===== src/cisc_params.svh =====
// Purpose: Constants of the crypto interrupt and control-status block.
// Assumes: Register bits are numbered with bit 0 as the most significant bit.
// Notes:   Included by both ends; definitions only.
`ifndef CISC_PARAMS_SVH
`define CISC_PARAMS_SVH

// Host bus geometry.
`define CISC_ADDR_W        12
`define CISC_DATA_W        32
`define CISC_NUM_EU        5

// Register offsets (word addresses on the host bus).
`define CISC_OFS_CONTROL_AND_STATUS     12'h900
`define CISC_OFS_ID        12'h901
`define CISC_OFS_INTERRUPT_MASK_REG     12'h902
`define CISC_OFS_EU_LIMIT  12'h900

// Field positions inside the control-status register.
`define CISC_CS_MASKED_LSB 11
`define CISC_CS_RAW_LSB    18
`define CISC_CS_PEND_BIT   23
`define CISC_CS_DEST_LSB   24
`define CISC_CS_AU_LSB     28
`define CISC_CS_RST_BIT    31

// Field position inside the mask register.
`define CISC_IM_LSB        27

// Field values.
`define CISC_AU_OFF        3'h0
`define CISC_AU_ON         3'h1
`define CISC_DEST_NONE     4'h0
`define CISC_DEST_BASE     4'h8

// Reset values.
`define CISC_MASK_RST      5'h1f
`define CISC_DEST_RST      4'h0
`define CISC_AU_RST        3'h0

// Version fields of the identification register; values are arbitrary.
`define CISC_VER_DEVICE    3'h1
`define CISC_VER_DIGEST    3'h1
`define CISC_VER_DES       3'h1
`define CISC_VER_ARC4      3'h1
`define CISC_VER_RANDOM    3'h1
`define CISC_VER_BUSCTL    3'h1
`define CISC_VER_PKEY      3'h1

`endif


===== src/cisc_pkg.sv =====
// Purpose: Types shared by the two ends of the control-status link.
// Assumes: cisc_params.svh supplies the widths.
// Notes:   Unit index 0..4 is des, arc four, digest, random, public key.
`include "cisc_params.svh"
package cisc_pkg;
	typedef logic [0:`CISC_NUM_EU-1]  cisc_eu_vec_t;
	typedef logic [0:`CISC_DATA_W-1]  cisc_word_t;
	typedef logic [`CISC_ADDR_W-1:0]  cisc_addr_t;
endpackage


===== src/cisc_if.sv =====
// Purpose: Host bus between the coprocessor and the host processor.
// Assumes: One clock; all signals synchronous to it.
// Notes:   Data buses are split per direction, so no pin is two-way.
`timescale 1ns/100ps
`default_nettype none
interface cisc_if;
	import cisc_pkg::*;
	logic       bus_cs_n;
	logic       bus_we;
	cisc_addr_t bus_addr;
	cisc_word_t bus_wdata;
	cisc_word_t bus_rdata;
	logic       bus_ack;
	logic       irq_n;
	modport dev  (input bus_cs_n, bus_we, bus_addr, bus_wdata, output bus_rdata, bus_ack, irq_n);
	modport host (output bus_cs_n, bus_we, bus_addr, bus_wdata, input bus_rdata, bus_ack, irq_n);
endinterface
`default_nettype wire


===== src/cisc_dev.sv =====
// Purpose: Interrupt gathering and control-status registers of the coprocessor.
// Assumes: Unit interrupts are levels held until serviced; done is a pulse.
// Notes:   Bit 0 of every register is the most significant data bit.
// Contract
// - Status bits 20-22 show digest, random, public-key raw.
// - Status bit 23 shows any interrupt pending.
// - Destination bits 24-27 choose the one active unit.
// - Host finishes operation before rewriting destination.
// - Auto-unmask field 000 off, 001 on.
// - Auto-unmask clears active unit mask on completion.
// - Host masks unit first, then enables auto-unmask.
// - Status bit 31 resets device, then self-clears.
// - Busy unit refuses host access; registers stay open.
// - Read-only identification word at 0x901, fixed value.
// - Identification holds 3-bit version fields, rest zero.
// - All unit interrupts combine into one masked line.
// - Interrupt line holds until all pending serviced.
// - All unit interrupts have equal priority.
// - Mask bits 27-31: des..public key, 1 masks.
// - Host writes zeros to reserved bits.
// - Status bits 18-22 show raw unit interrupts.
// - Status bits 11-15 show masked unit interrupts.
`timescale 1ns/100ps
`default_nettype none
`include "cisc_params.svh"
module cisc_dev
	import cisc_pkg::*;
(
	// Clock and reset.
	input  wire logic   ref_clk_in,
	input  wire logic   rstn_in,
	// Host bus.
	cisc_if.dev         bus,
	// Execution units.
	input  wire logic   [0:`CISC_NUM_EU-1] eu_irq_in,
	input  wire logic   [0:`CISC_NUM_EU-1] eu_done_in,
	input  wire logic   eu_busy_in,
	output logic        eu_req_out,
	output logic        eu_we_out,
	output cisc_addr_t  eu_addr_out,
	output cisc_word_t  eu_wdata_out,
	input  wire cisc_word_t eu_rdata_in,
	// Control towards the rest of the device.
	output logic        [3:0] dest_out,
	output logic        dev_reset_out
);

	typedef struct packed {
		cisc_eu_vec_t raw;
		cisc_eu_vec_t mask;
		logic [3:0]   dest;
		logic [2:0]   au;
		logic         rst;
		logic         irq_n;
		logic         ack;
		cisc_word_t   rdata;
		logic         eu_req;
		logic         eu_we;
		cisc_addr_t   eu_addr;
		cisc_word_t   eu_wdata;
		logic         eu_rd_pend;
	} cisc_dev_st_t;

	localparam cisc_dev_st_t ST_RST = '{
		raw: '0, mask: `CISC_MASK_RST, dest: `CISC_DEST_RST, au: `CISC_AU_RST,
		rst: 1'b0, irq_n: 1'b1, ack: 1'b0, rdata: '0, eu_req: 1'b0, eu_we: 1'b0,
		eu_addr: '0, eu_wdata: '0, eu_rd_pend: 1'b0
	};

	cisc_dev_st_t st_r;
	cisc_dev_st_t st_nxt;

	// Identification word is a constant built from the version fields.
	function automatic cisc_word_t id_word();
		cisc_word_t w;
		w        = '0;
		w[8:10]  = `CISC_VER_DEVICE;
		w[11:13] = `CISC_VER_DIGEST;
		w[14:16] = `CISC_VER_DES;
		w[17:19] = `CISC_VER_ARC4;
		w[20:22] = `CISC_VER_RANDOM;
		w[26:28] = `CISC_VER_BUSCTL;
		w[29:31] = `CISC_VER_PKEY;
		return w;
	endfunction

	// Status word; all units share one plain OR with no ordering among them.
	function automatic cisc_word_t control_and_status_word(cisc_dev_st_t s);
		cisc_word_t   w;
		cisc_eu_vec_t m;
		w = '0;
		m = s.raw & ~s.mask;
		w[`CISC_CS_MASKED_LSB +: `CISC_NUM_EU] = m;
		w[`CISC_CS_RAW_LSB +: `CISC_NUM_EU]    = s.raw;
		w[`CISC_CS_PEND_BIT]                   = |s.raw;
		w[`CISC_CS_DEST_LSB +: 4]              = s.dest;
		w[`CISC_CS_AU_LSB +: 3]                = s.au;
		w[`CISC_CS_RST_BIT]                    = s.rst;
		return w;
	endfunction

	// Next-state logic for the whole block.
	always_comb begin
		logic [2:0]   idx;
		logic         dest_ok;
		cisc_eu_vec_t masked;
		st_nxt         = st_r;
		idx            = st_r.dest[2:0];
		dest_ok        = st_r.dest[3] && (idx < 3'(`CISC_NUM_EU));
		masked         = '0;
		st_nxt.ack     = 1'b0;
		st_nxt.eu_req  = 1'b0;
		st_nxt.raw     = eu_irq_in;
		// An EU read answers one cycle late with the unit's data.
		if (st_r.eu_rd_pend) begin
			st_nxt.rdata      = eu_rdata_in;
			st_nxt.ack        = 1'b1;
			st_nxt.eu_rd_pend = 1'b0;
		end
		// Host access; a refused EU access still acks so the host never hangs.
		if (!bus.bus_cs_n && !st_r.ack && !st_r.eu_rd_pend) begin
			st_nxt.ack   = 1'b1;
			st_nxt.rdata = '0;
			if (bus.bus_addr < `CISC_OFS_EU_LIMIT) begin
				if (!eu_busy_in) begin
					st_nxt.eu_req   = 1'b1;
					st_nxt.eu_we    = bus.bus_we;
					st_nxt.eu_addr  = bus.bus_addr;
					st_nxt.eu_wdata = bus.bus_wdata;
					if (!bus.bus_we) begin
						st_nxt.ack        = 1'b0;
						st_nxt.eu_rd_pend = 1'b1;
					end
				end
			end else if (bus.bus_we) begin
				unique case (bus.bus_addr)
					`CISC_OFS_CONTROL_AND_STATUS: begin
						st_nxt.dest = bus.bus_wdata[`CISC_CS_DEST_LSB +: 4];
						st_nxt.au   = bus.bus_wdata[`CISC_CS_AU_LSB +: 3];
						st_nxt.rst  = bus.bus_wdata[`CISC_CS_RST_BIT];
					end
					`CISC_OFS_INTERRUPT_MASK_REG: begin
						st_nxt.mask = bus.bus_wdata[`CISC_IM_LSB +: `CISC_NUM_EU];
					end
					default: begin
						// The identification word and unused offsets ignore writes.
					end
				endcase
			end else begin
				unique case (bus.bus_addr)
					`CISC_OFS_CONTROL_AND_STATUS: st_nxt.rdata = control_and_status_word(st_r);
					`CISC_OFS_ID:    st_nxt.rdata = id_word();
					`CISC_OFS_INTERRUPT_MASK_REG: begin
						st_nxt.rdata = '0;
						st_nxt.rdata[`CISC_IM_LSB +: `CISC_NUM_EU] = st_r.mask;
					end
					default:         st_nxt.rdata = '0;
				endcase
			end
		end
		// Completion of the active unit opens its mask; it wins over a mask write.
		if ((st_r.au == `CISC_AU_ON) && dest_ok && eu_done_in[idx]) begin
			st_nxt.mask[idx] = 1'b0;
		end
		// Line stays low while any unmasked source is still high.
		masked       = st_nxt.raw & ~st_nxt.mask;
		st_nxt.irq_n = ~(|masked);
		// Software reset: bit stands one cycle, then the whole block reloads.
		if (st_r.rst) begin
			st_nxt = ST_RST;
		end
	end

	// State register.
	always_ff @(posedge ref_clk_in or negedge rstn_in) begin
		if (!rstn_in) begin
			st_r <= ST_RST;
		end else begin
			st_r <= st_nxt;
		end
	end

	// Outputs straight from the state register.
	assign bus.bus_rdata  = st_r.rdata;
	assign bus.bus_ack    = st_r.ack;
	assign bus.irq_n      = st_r.irq_n;
	assign eu_req_out     = st_r.eu_req;
	assign eu_we_out      = st_r.eu_we;
	assign eu_addr_out    = st_r.eu_addr;
	assign eu_wdata_out   = st_r.eu_wdata;
	assign dest_out       = st_r.dest;
	assign dev_reset_out  = st_r.rst;   // High the cycle before the reload.

endmodule
`default_nettype wire


===== src/flat_wrapper.sv =====
// flat-port wrapper written by rule: the top's interface ports become plain ports
module cisc_dev_flat import cisc_pkg::*;
  (ref_clk_in, rstn_in, eu_irq_in, eu_done_in, eu_busy_in, eu_req_out, eu_we_out, eu_addr_out, eu_wdata_out, eu_rdata_in, dest_out, dev_reset_out, bus_bus_cs_n, bus_bus_we, bus_bus_addr, bus_bus_wdata, bus_bus_rdata, bus_bus_ack, bus_irq_n);
  cisc_if bus_i ();
  input  wire logic ref_clk_in;
  input  wire logic rstn_in;
  input  wire logic   [0:`CISC_NUM_EU-1] eu_irq_in;
  input  wire logic   [0:`CISC_NUM_EU-1] eu_done_in;
  input  wire logic eu_busy_in;
  output logic eu_req_out;
  output logic eu_we_out;
  output cisc_addr_t eu_addr_out;
  output cisc_word_t eu_wdata_out;
  input  wire cisc_word_t eu_rdata_in;
  output logic        [3:0] dest_out;
  output logic dev_reset_out;
  input wire logic [$bits(bus_i.bus_cs_n)-1:0] bus_bus_cs_n;
  input wire logic [$bits(bus_i.bus_we)-1:0] bus_bus_we;
  input wire logic [$bits(bus_i.bus_addr)-1:0] bus_bus_addr;
  input wire logic [$bits(bus_i.bus_wdata)-1:0] bus_bus_wdata;
  output wire logic [$bits(bus_i.bus_rdata)-1:0] bus_bus_rdata;
  output wire logic [$bits(bus_i.bus_ack)-1:0] bus_bus_ack;
  output wire logic [$bits(bus_i.irq_n)-1:0] bus_irq_n;
  assign bus_i.bus_cs_n = bus_bus_cs_n;
  assign bus_i.bus_we = bus_bus_we;
  assign bus_i.bus_addr = bus_bus_addr;
  assign bus_i.bus_wdata = bus_bus_wdata;
  assign bus_bus_rdata = bus_i.bus_rdata;
  assign bus_bus_ack = bus_i.bus_ack;
  assign bus_irq_n = bus_i.irq_n;
  cisc_dev u_core (.ref_clk_in(ref_clk_in), .rstn_in(rstn_in), .bus(bus_i), .eu_irq_in(eu_irq_in), .eu_done_in(eu_done_in), .eu_busy_in(eu_busy_in), .eu_req_out(eu_req_out), .eu_we_out(eu_we_out), .eu_addr_out(eu_addr_out), .eu_wdata_out(eu_wdata_out), .eu_rdata_in(eu_rdata_in), .dest_out(dest_out), .dev_reset_out(dev_reset_out));
endmodule

===== config.mk =====
export PLATFORM = sky130hd
export DESIGN_NAME = cisc_dev_flat
export DESIGN_NICKNAME = d
export VERILOG_FILES = /design/src/cisc_pkg.sv /design/src/cisc_if.sv /design/src/cisc_dev.sv /design/src/flat_wrapper.sv
export VERILOG_INCLUDE_DIRS = /design/src
export SDC_FILE = /design/constraint.sdc
export NUM_CORES = 1
export LEC_CHECK = 0
export BUFFER_PORTS_ARGS = -buffer_cell sky130_fd_sc_hd__buf_2
export CAP_MARGIN = 20
export CORE_UTILIZATION = 35
export DETAILED_ROUTE_END_ITERATION = 10
export GPL_ROUTABILITY_DRIVEN = 0
export PLACE_DENSITY_LB_ADDON = 0.15
export SKIP_CTS_REPAIR_TIMING = 1
export SLEW_MARGIN = 20
export SYNTH_ARGS = -nofsm -noshare
export SYNTH_HDL_FRONTEND = slang
export SYNTH_SLANG_ARGS = --single-unit

===== constraint.sdc =====
create_clock -name ref_clk_in -period 2 [get_ports ref_clk_in]
set_input_delay 0.2 -clock ref_clk_in [delete_from_list [all_inputs] [get_ports ref_clk_in]]
set_output_delay 0.2 -clock ref_clk_in [all_outputs]
set_load 0.02 [all_outputs]

==> impl.org, run 1 <==
** Yosys
- Yosys top cell area share :: 0.467
- The share of the synthesized area in compound gates (AO/OA/AOI/OAI) came to 0.152.
- Yosys warning count :: 0
- Synthesis produced about 530 cells.
- Largest family of logic cells by synthesized area :: simple AND/OR/NAND/NOR gates
- Among all cell types in the netlist, the one instantiated most often is nand2_1.
- FF+latch count, synth :: 99
- Each instance of the synthesized netlist takes up on average 9.50 um^2.
- Summed instance area of the synthesized netlist :: 4990 um^2
- Cell type with the highest aggregate area in the netlist :: dfrtp_1
- Top post-synthesis cells by area :: dfrtp_1 47%, buf_4 12%, nand2_1 8.4%
- The share of the Yosys chip area taken by registers is 0.498.
- The synthesized design contains 0 enable-type register cells.
- Count of different cell masters after synthesis :: 47
- Net count after synthesis :: 616
- Of all flip-flops after synthesis, the portion carrying an async set or reset was 1.00.
- Post-synthesis mux area share :: 0.0201
- Commonest cells post-synth :: 112 x nand2_1, 93 x dfrtp_1, 80 x buf_4
- Xor/xnor cell area share of the yosys netlist :: 0
- Of the total synthesized cell area, the portion taken by full adders, half adders and majority gates is 0.
- Basic-gate share of the synthesized area counting and, or, nand and nor cells :: 0.176
- Most frequently used flop master after synthesis :: dfrtp_1

** Final layout
- Of the cells placed in the final design, the portion with a size suffix greater than 1 is 0.362.
- The net count of the finished layout is 710.
- Final antenna diode count :: 0
- Fill cells :: approximately 1400
- Growth of design area from synthesis to finish :: 16.5%
- Layout Utilization :: 0.419

** Power and ir drop
- Maximum ir drop on the vdd rail :: 0.411 mV
- Of the total power, combinational logic draws 0.232.
- The share of total power dissipated in the clock network is 0.307.
- Power spread over the standard cell area amounts to 905 nW/um^2.
- Standby leakage power :: 0.00289 uW
- Of the total power, the share spent switching nets is 0.315.
- Power spent charging and discharging nets :: 1660 uW
- The share of total power dissipated in sequential elements is 0.460.
- Cell-internal power :: 3600 uW

** Clocking
- For this design, the sink count on the clock tree is 99.
- After clock tree synthesis, the clock-pin slew on the worst setup and hold paths is 70 ps.
- Number of clock buffers inserted by TritonCTS :: 9
- The longest clock path from root to sink contains 2 buffers.
- Cell at the root of the clock tree :: clkbuf_16
- The clock reaches the later pin of the worst-skew pair after 350 ps.
- The H-tree generated during clock tree synthesis spans 3 levels.
- TritonCTS built the clock tree.

** Critical path
- Data required time at the worst endpoint :: 2280 ps
- The worst setup path is launched from a register.
- The worst setup path is of the reg2reg kind.
- Of all nets on the critical path, the largest fanout is 6.
- Data arrives at the worst endpoint at 2170 ps.
- Kind of capture point of the worst setup path :: register

** Timing
- Timing would allow up to 528 MHz.
- The worst path in the final design needs a cycle of 1890 ps, including I/O delays and setup.
- Number of max-slew violations in the final report :: 0
- Setup violations remaining at the end of the flow were counted as 0.
- In the finished design, the share of the clock period the worst path needs comes to 0.947.
- Worst clock skew on the final layout :: between 5 and 6 ps
- The number of hold violations in the final report is 0.
- Slew at the pin closest to its max-slew limit :: between 900 and 1000 ps
- Setup repair after global routing left no endpoint under its margin.
- Measured against its own limit, the worst slew margin works out to 0.368.
- TNS Setup :: 0 ps

** GRT
- The total overflow left after global routing is 0.
- The first global-routing pass estimated 20.3 mm of wire.
- Entering global routing, the biggest net connects 44 pins.
- The number of antenna violations at the first check in global routing was 0.
- The via count of the first global-routing pass was 3815.
- Across every metal layer, demand over resource in global routing totals 0.181.

** Floorplan
- The die covers 14700 um^2.
- The floorplan step set the die height to ~120 um.
- Core area :: 13900 um^2
- Starting density of the core :: 0.359
- For this design the top-level I/O count stands at 176.
- Row generation in the floorplan step produced 43 rows.
- In this run the horizontal extent of the chip is 121 um.

** Placed design
- Detailed placement ended at an HPWL of between 9 and 10 mm.
- Quantity of I/O buffers inserted on ports :: 175

** Detailed routing
- After the first detailed-routing iteration, the DRC count stood at 134.
- Number of routed nets with antenna violations :: 0
- Total routed wirelength :: approximately 13 mm
- Number of search-and-repair iterations in the first detailed-routing pass :: 4
- Count of unresolved DRC violations after routing :: 0
- Using the TritonRoute via totals, the vias-per-cell ratio works out to 4.89.
- In the final routed layout, each cell accounts on average for 16.3 um.
- Across all layers, the routed design uses 3931 vias.

** Job
- Across the run, the number of max-cap violations was 0.

** Worst hold path
- The path class of the tightest hold or removal check is in2reg.

** Run status
- Outcome :: finished, final reports clean
[worst paths after layout]
path,from,endpoint,slack (ps),cells after the start
min reg2reg,u_core.bus.bus_rdata[7]$_DFFE_PN0P_,u_core.bus.bus_rdata[7]$_DFFE_PN0P_,490,2
max in group asynchronous,rstn_in,u_core.dev_reset_out$_DFFE_PN0P_,890,3
max,u_core.bus.bus_ack$_DFF_PN0_,u_core.bus.irq_n$_DFF_PN1_,110,6
max reg2reg,u_core.bus.bus_ack$_DFF_PN0_,u_core.bus.irq_n$_DFF_PN1_,110,6
min in group asynchronous,rstn_in,u_core.bus.bus_rdata[3]$_DFFE_PN0P_,400,2
min,bus_bus_wdata[11],u_core.eu_wdata_out[11]$_DFFE_PN0P_,80,3
[registers in the layout, summed over array words and instances (netlist names)]
name and count:
u_core.bus.bus_rdata 32, u_core.eu_wdata_out 32, u_core.st_r 14, u_core.eu_addr_out 12
u_core.dest_out 4, u_core.bus.bus_ack 1, u_core.bus.irq_n 1, u_core.dev_reset_out 1
u_core.eu_req_out 1, u_core.eu_we_out 1
[cell usage in the layout (no fill, tap or decap), types with 3 or more instances in the layout]
cell	count
nor3_1	13
a21oi_1	53
a311oi_1	3
nor2_1	22
a211oi_1	3
dfstp_2	6
nor4b_4	3
buf_4	19
o21bai_1	5
mux2i_1	10
o21ai_0	8
inv_1	5
dfrtp_1	92
nand2b_1	5
buf_2	174
a221oi_1	5
a22oi_1	5
nand2_1	112
nor4_1	6
nor2b_1	8
a22o_1	20
clkbuf_16	9
[critical path: stages, from the launching register on]
cell	delay, ps
dfrtp_1	440
nor4b_4	330
nand4_4	170
nor2_4	270
mux2i_1	300
a211oi_1	110
a41o_1	220
[layout make-up]
class                      instances  area [um^2]  area share
multi-input combinational        308         1750       0.300
clock inverter                     4         26.3     0.00452
inverter                           5         18.8     0.00323
timing repair buffer             196         1060       0.183
tap                              180          225      0.0388
sequential                        99         2490       0.428
clock buffer                      12          246      0.0424
[per-stage QoR]
stage / cell area (um^2) / cells / total power, uW / hold slack, ps / setup WS, ps
2_1_floorplan: 4990 / 525 / 3510 / -95.6 / 170
3_3_place_gp: 5530 / 787 / 3670 / 230 / 142
3_5_place_dp: 5530 / 787 / 3700 / 233 / 104
4_1_cts: 5800 / 803 / 5340 / -144 / 111
5_1_grt: 5810 / 804 / 5540 / 73.6 / 15.5
6_report: 5810 / 804 / 5260 / 79.6 / 105
[power groups by stage]
stage | combinational (uW) | clock, uW | sequential, uW
5_1_grt | 1340 | 1740 | 2460
3_5_place_dp | 1240 | 0 | 2460
6_report | 1220 | 1620 | 2420
2_1_floorplan | 1080 | 0 | 2430
3_3_place_gp | 1220 | 0 | 2450
4_1_cts | 1240 | 1670 | 2430
[logic make-up (layout without fill, tap and decap cells)]
kind of cell	count (synthesis)	count (layout)
buf+inv	118	217
flops	99	99
compound gates	114	114
simple gates	184	184
mux	10	10
[routing by layer]
| layer | GRT usage | wire length [um] | vias up | part of all wire |
|---|---|---|---|---|
| met1 | 0.251 | 6120 | 1905 | 0.47 |
| met2 | 0.274 | 6020 | 105 | 0.46 |
| met5 | 0 | 0 | - | 0 |
| met4 | 0.0718 | 213 | 0 | 0.016 |
| met3 | 0.0376 | 750 | 17 | 0.057 |
| li1 | - | - | 1904 | - |
Power figures use the tool's default switching activity.
==> run 2, diff against run 1 <==
CORE_MARGIN = 2   (was default)
REMOVE_ABC_BUFFERS = 1   (was default)
==> impl.org, run 2 (synthesized netlist as in run 1, its figures left out) <==
** Run status
- Outcome :: finished, final reports clean

** Critical path
- Data arrives at the worst endpoint at 2140 ps.
- Launching point of the worst reg2reg path :: u_core.bus.bus_ack$_DFF_PN0_
- Critical R2R Capture :: u_core.bus.bus_rdata[20]$_DFFE_PN0P_
- Critical Setup Path Class :: reg2reg
- The setup check on the worst reg-to-reg path leaves a slack of 120 ps.
- The largest single stage delay on the critical path is 430 ps.
- For this design, the slowest cell found on the critical path is dfrtp_1.
- In this run the worst path has a maximum fanout of 5.
- Element type at the critical path start :: register
- The worst register-to-register path has a depth of 6.
- Cell seen most often among critical-path stages :: nor4b_4
- Data on the critical path is required at its endpoint by 2260 ps.
- Kind of capture point of the worst setup path :: register
- CP cell instances :: nor4b_4 > nand4_4 > nor4b_4 > nand2_1 > a2bb2oi_1 > o31ai_2

** Timing
- Highest attainable clock frequency :: 532 MHz
- After layout, the minimum clock period comes to 1880 ps.
- Tcrit/Tclk final :: 0.940
- For the pin with the worst max-slew slack, the measured transition is approximately 730 ps.
- Worst clock skew on the final layout :: 5.89 ps
- Setup slack on the critical path of the routed design comes to 121 ps.
- Worst hold slack :: slightly below 80 ps
- Setup repair after global routing could not meet its margin everywhere.
- Final-report setup violation count :: 0
- The number of hold violations in the final report is 0.
- In the final timing run, aggregate negative setup slack is 0 ps.
- The worst pin sits at a relative slew slack of 0.510.
- Number of max-slew violations in the final report :: 0

** Power and ir drop
- Power spent charging and discharging nets :: 1660 uW
- Share of power burned in registers :: 0.456
- Of the total power, the share spent switching nets is 0.314.
- Of the total power, the clock network draws 0.314.
- Standby leakage power :: a little under 0.003 uW
- Total power consumption of the routed design :: roughly 5300 uW
- The internal portion of the total power is between 3000 and 4000 uW.
- Cell area power density :: 912 nW/um^2
- Of the total power, combinational logic draws 0.230.
- Maximum ir drop on the vdd rail :: 0.415 mV

** Clocking
- The clock drives 99 sinks.
- At the later pin of the worst-skew pair, clock insertion delay measures 350 ps.
- The tree is rooted in a clkbuf_16.
- CTS clock-pin slew for the worst setup and hold paths :: 70 ps
- Clock tree from TritonCTS :: built
- TritonCTS created 9 clock buffers.
- Maximum buffer depth of the clock tree :: 2
- In this run the number of H-tree levels came out at 3.

** GRT
- The first global-routing pass estimated approximately 20 mm of wire.
- Initial antenna violation count :: 0
- Total global routing track utilization :: 0.177
- For this run the aggregate overflow at the end of global routing stands at 0.
- The via count of the first global-routing pass is 3750.
- Pin count of the biggest net entering global routing :: 50

** Floorplan
- The die covers 15200 um^2.
- 176 I/O pins were placed.
- The floorplan step defined a core boundary enclosing 13900 um^2.
- # rows :: 43
- Starting density of the core :: 0.359
- Measured along the x axis, the die boundary spans 123 um.
- The die is ~120 um tall.

** Placed design
- Quantity of I/O buffers inserted on ports :: 175
- After legalization and detailed placement, the total HPWL measured 9.71 mm.
- Place WS :: -15.0 ps

** Worst hold path
- WHS Endpoint :: u_core.eu_wdata_out[18]$_DFFE_PN0P_
- The path class of the tightest hold or removal check is in2reg.
- In this run the most critical hold path is launched from bus_bus_wdata[18].
- Min-Delay Path Depth :: 3

** Final layout
- Final antenna diode count :: 0
- Most used cells in the layout excluding fill and tap cells :: 174 x buf_2, 111 x nand2_1, 92 x dfrtp_1, 53 x a21oi_1, 22 x nor2_1
- At the end of the flow the core is filled with cells to 0.419.
- The library cell used most frequently in the layout, excluding fill and tap cells, is buf_2.
- Final nets :: 706
- Layout cells sized above 1 :: 0.363
- Compared with the post-synthesis result, the final layout area differs by 16.6%.

** Detailed routing
- Detail-routed via count per cell :: 4.90
- Dividing the detail-routed wire length by the instance count gives 16.8 um.
- Count of unresolved DRC violations after routing :: 0
- Initial DRC count :: 261
- Routed vias :: 3923
- The pre-antenna-repair detailed-routing pass consisted of 6 iterations.
- After detailed routing, the total wire length is 13.4 mm.
- Number of routed nets with antenna violations :: 0

** Job
- The tool flagged a number of max-cap violations equal to 0.
[run 2: routing by layer]
layer | vias up | wire (um) | global-route usage | share of wire
met5 | - | 0 | 0 | 0
met4 | 0 | 237 | 0.0653 | 0.018
met3 | 15 | 807 | 0.0392 | 0.060
met2 | 114 | 6360 | 0.275 | 0.47
met1 | 1900 | 6030 | 0.240 | 0.45
li1 | 1894 | - | - | -
[run 2: area by class of cell]
type	instances	area (um^2)
Clock buffer	12	256
Fill cell	1430	8060
Inverter	5	18.8
Timing Repair Buffer	192	1060
Tap cell	180	225
Multi-Input combinational cell	308	1750
Sequential cell	99	2490
Clock inverter	4	23.8
[run 2: power by group through the flow]
stage | combinational [uW] | sequential (uW) | clock, uW
after floorplan | 322 | 2800 | 0
after global placement | 1230 | 2440 | 0
after detailed placement | 1240 | 2460 | 0
after CTS | 1240 | 2420 | 1730
after global routing | 1350 | 2450 | 1810
final | 1220 | 2420 | 1670
[run 2: worst max-delay path, delay by kind of cell (launching register included)]
family,cells,cell delay (ps)
compound gates,2,330
flops,1,430
simple gates,4,1030
[run 2: how the worst max path moves through the flow]
stage	to	startpoint	cells past startpoint
6_report	u_core.bus.bus_rdata[20]$_DFFE_PN0P_	u_core.bus.bus_ack$_DFF_PN0_	6
5_1_grt	u_core.bus.bus_rdata[16]$_DFFE_PN0P_	u_core.bus.bus_ack$_DFF_PN0_	6
4_1_cts	u_core.bus.bus_rdata[20]$_DFFE_PN0P_	u_core.bus.bus_ack$_DFF_PN0_	6
3_5_place_dp	u_core.bus.bus_rdata[10]$_DFFE_PN0P_	bus_bus_addr[4]	7
3_3_place_gp	u_core.bus.bus_rdata[17]$_DFFE_PN0P_	bus_bus_addr[4]	7
2_1_floorplan	u_core.bus.bus_rdata[14]$_DFFE_PN0P_	u_core.dev_reset_out$_DFFE_PN0P_	2
[run 2: per-stage QoR]
stage               instance area, um^2  std cells
floorplan                          4240        412
global placement                   5530        783
detailed placement                 5530        783
CTS                                5810        799
global route                       5820        800
finish                             5820        800
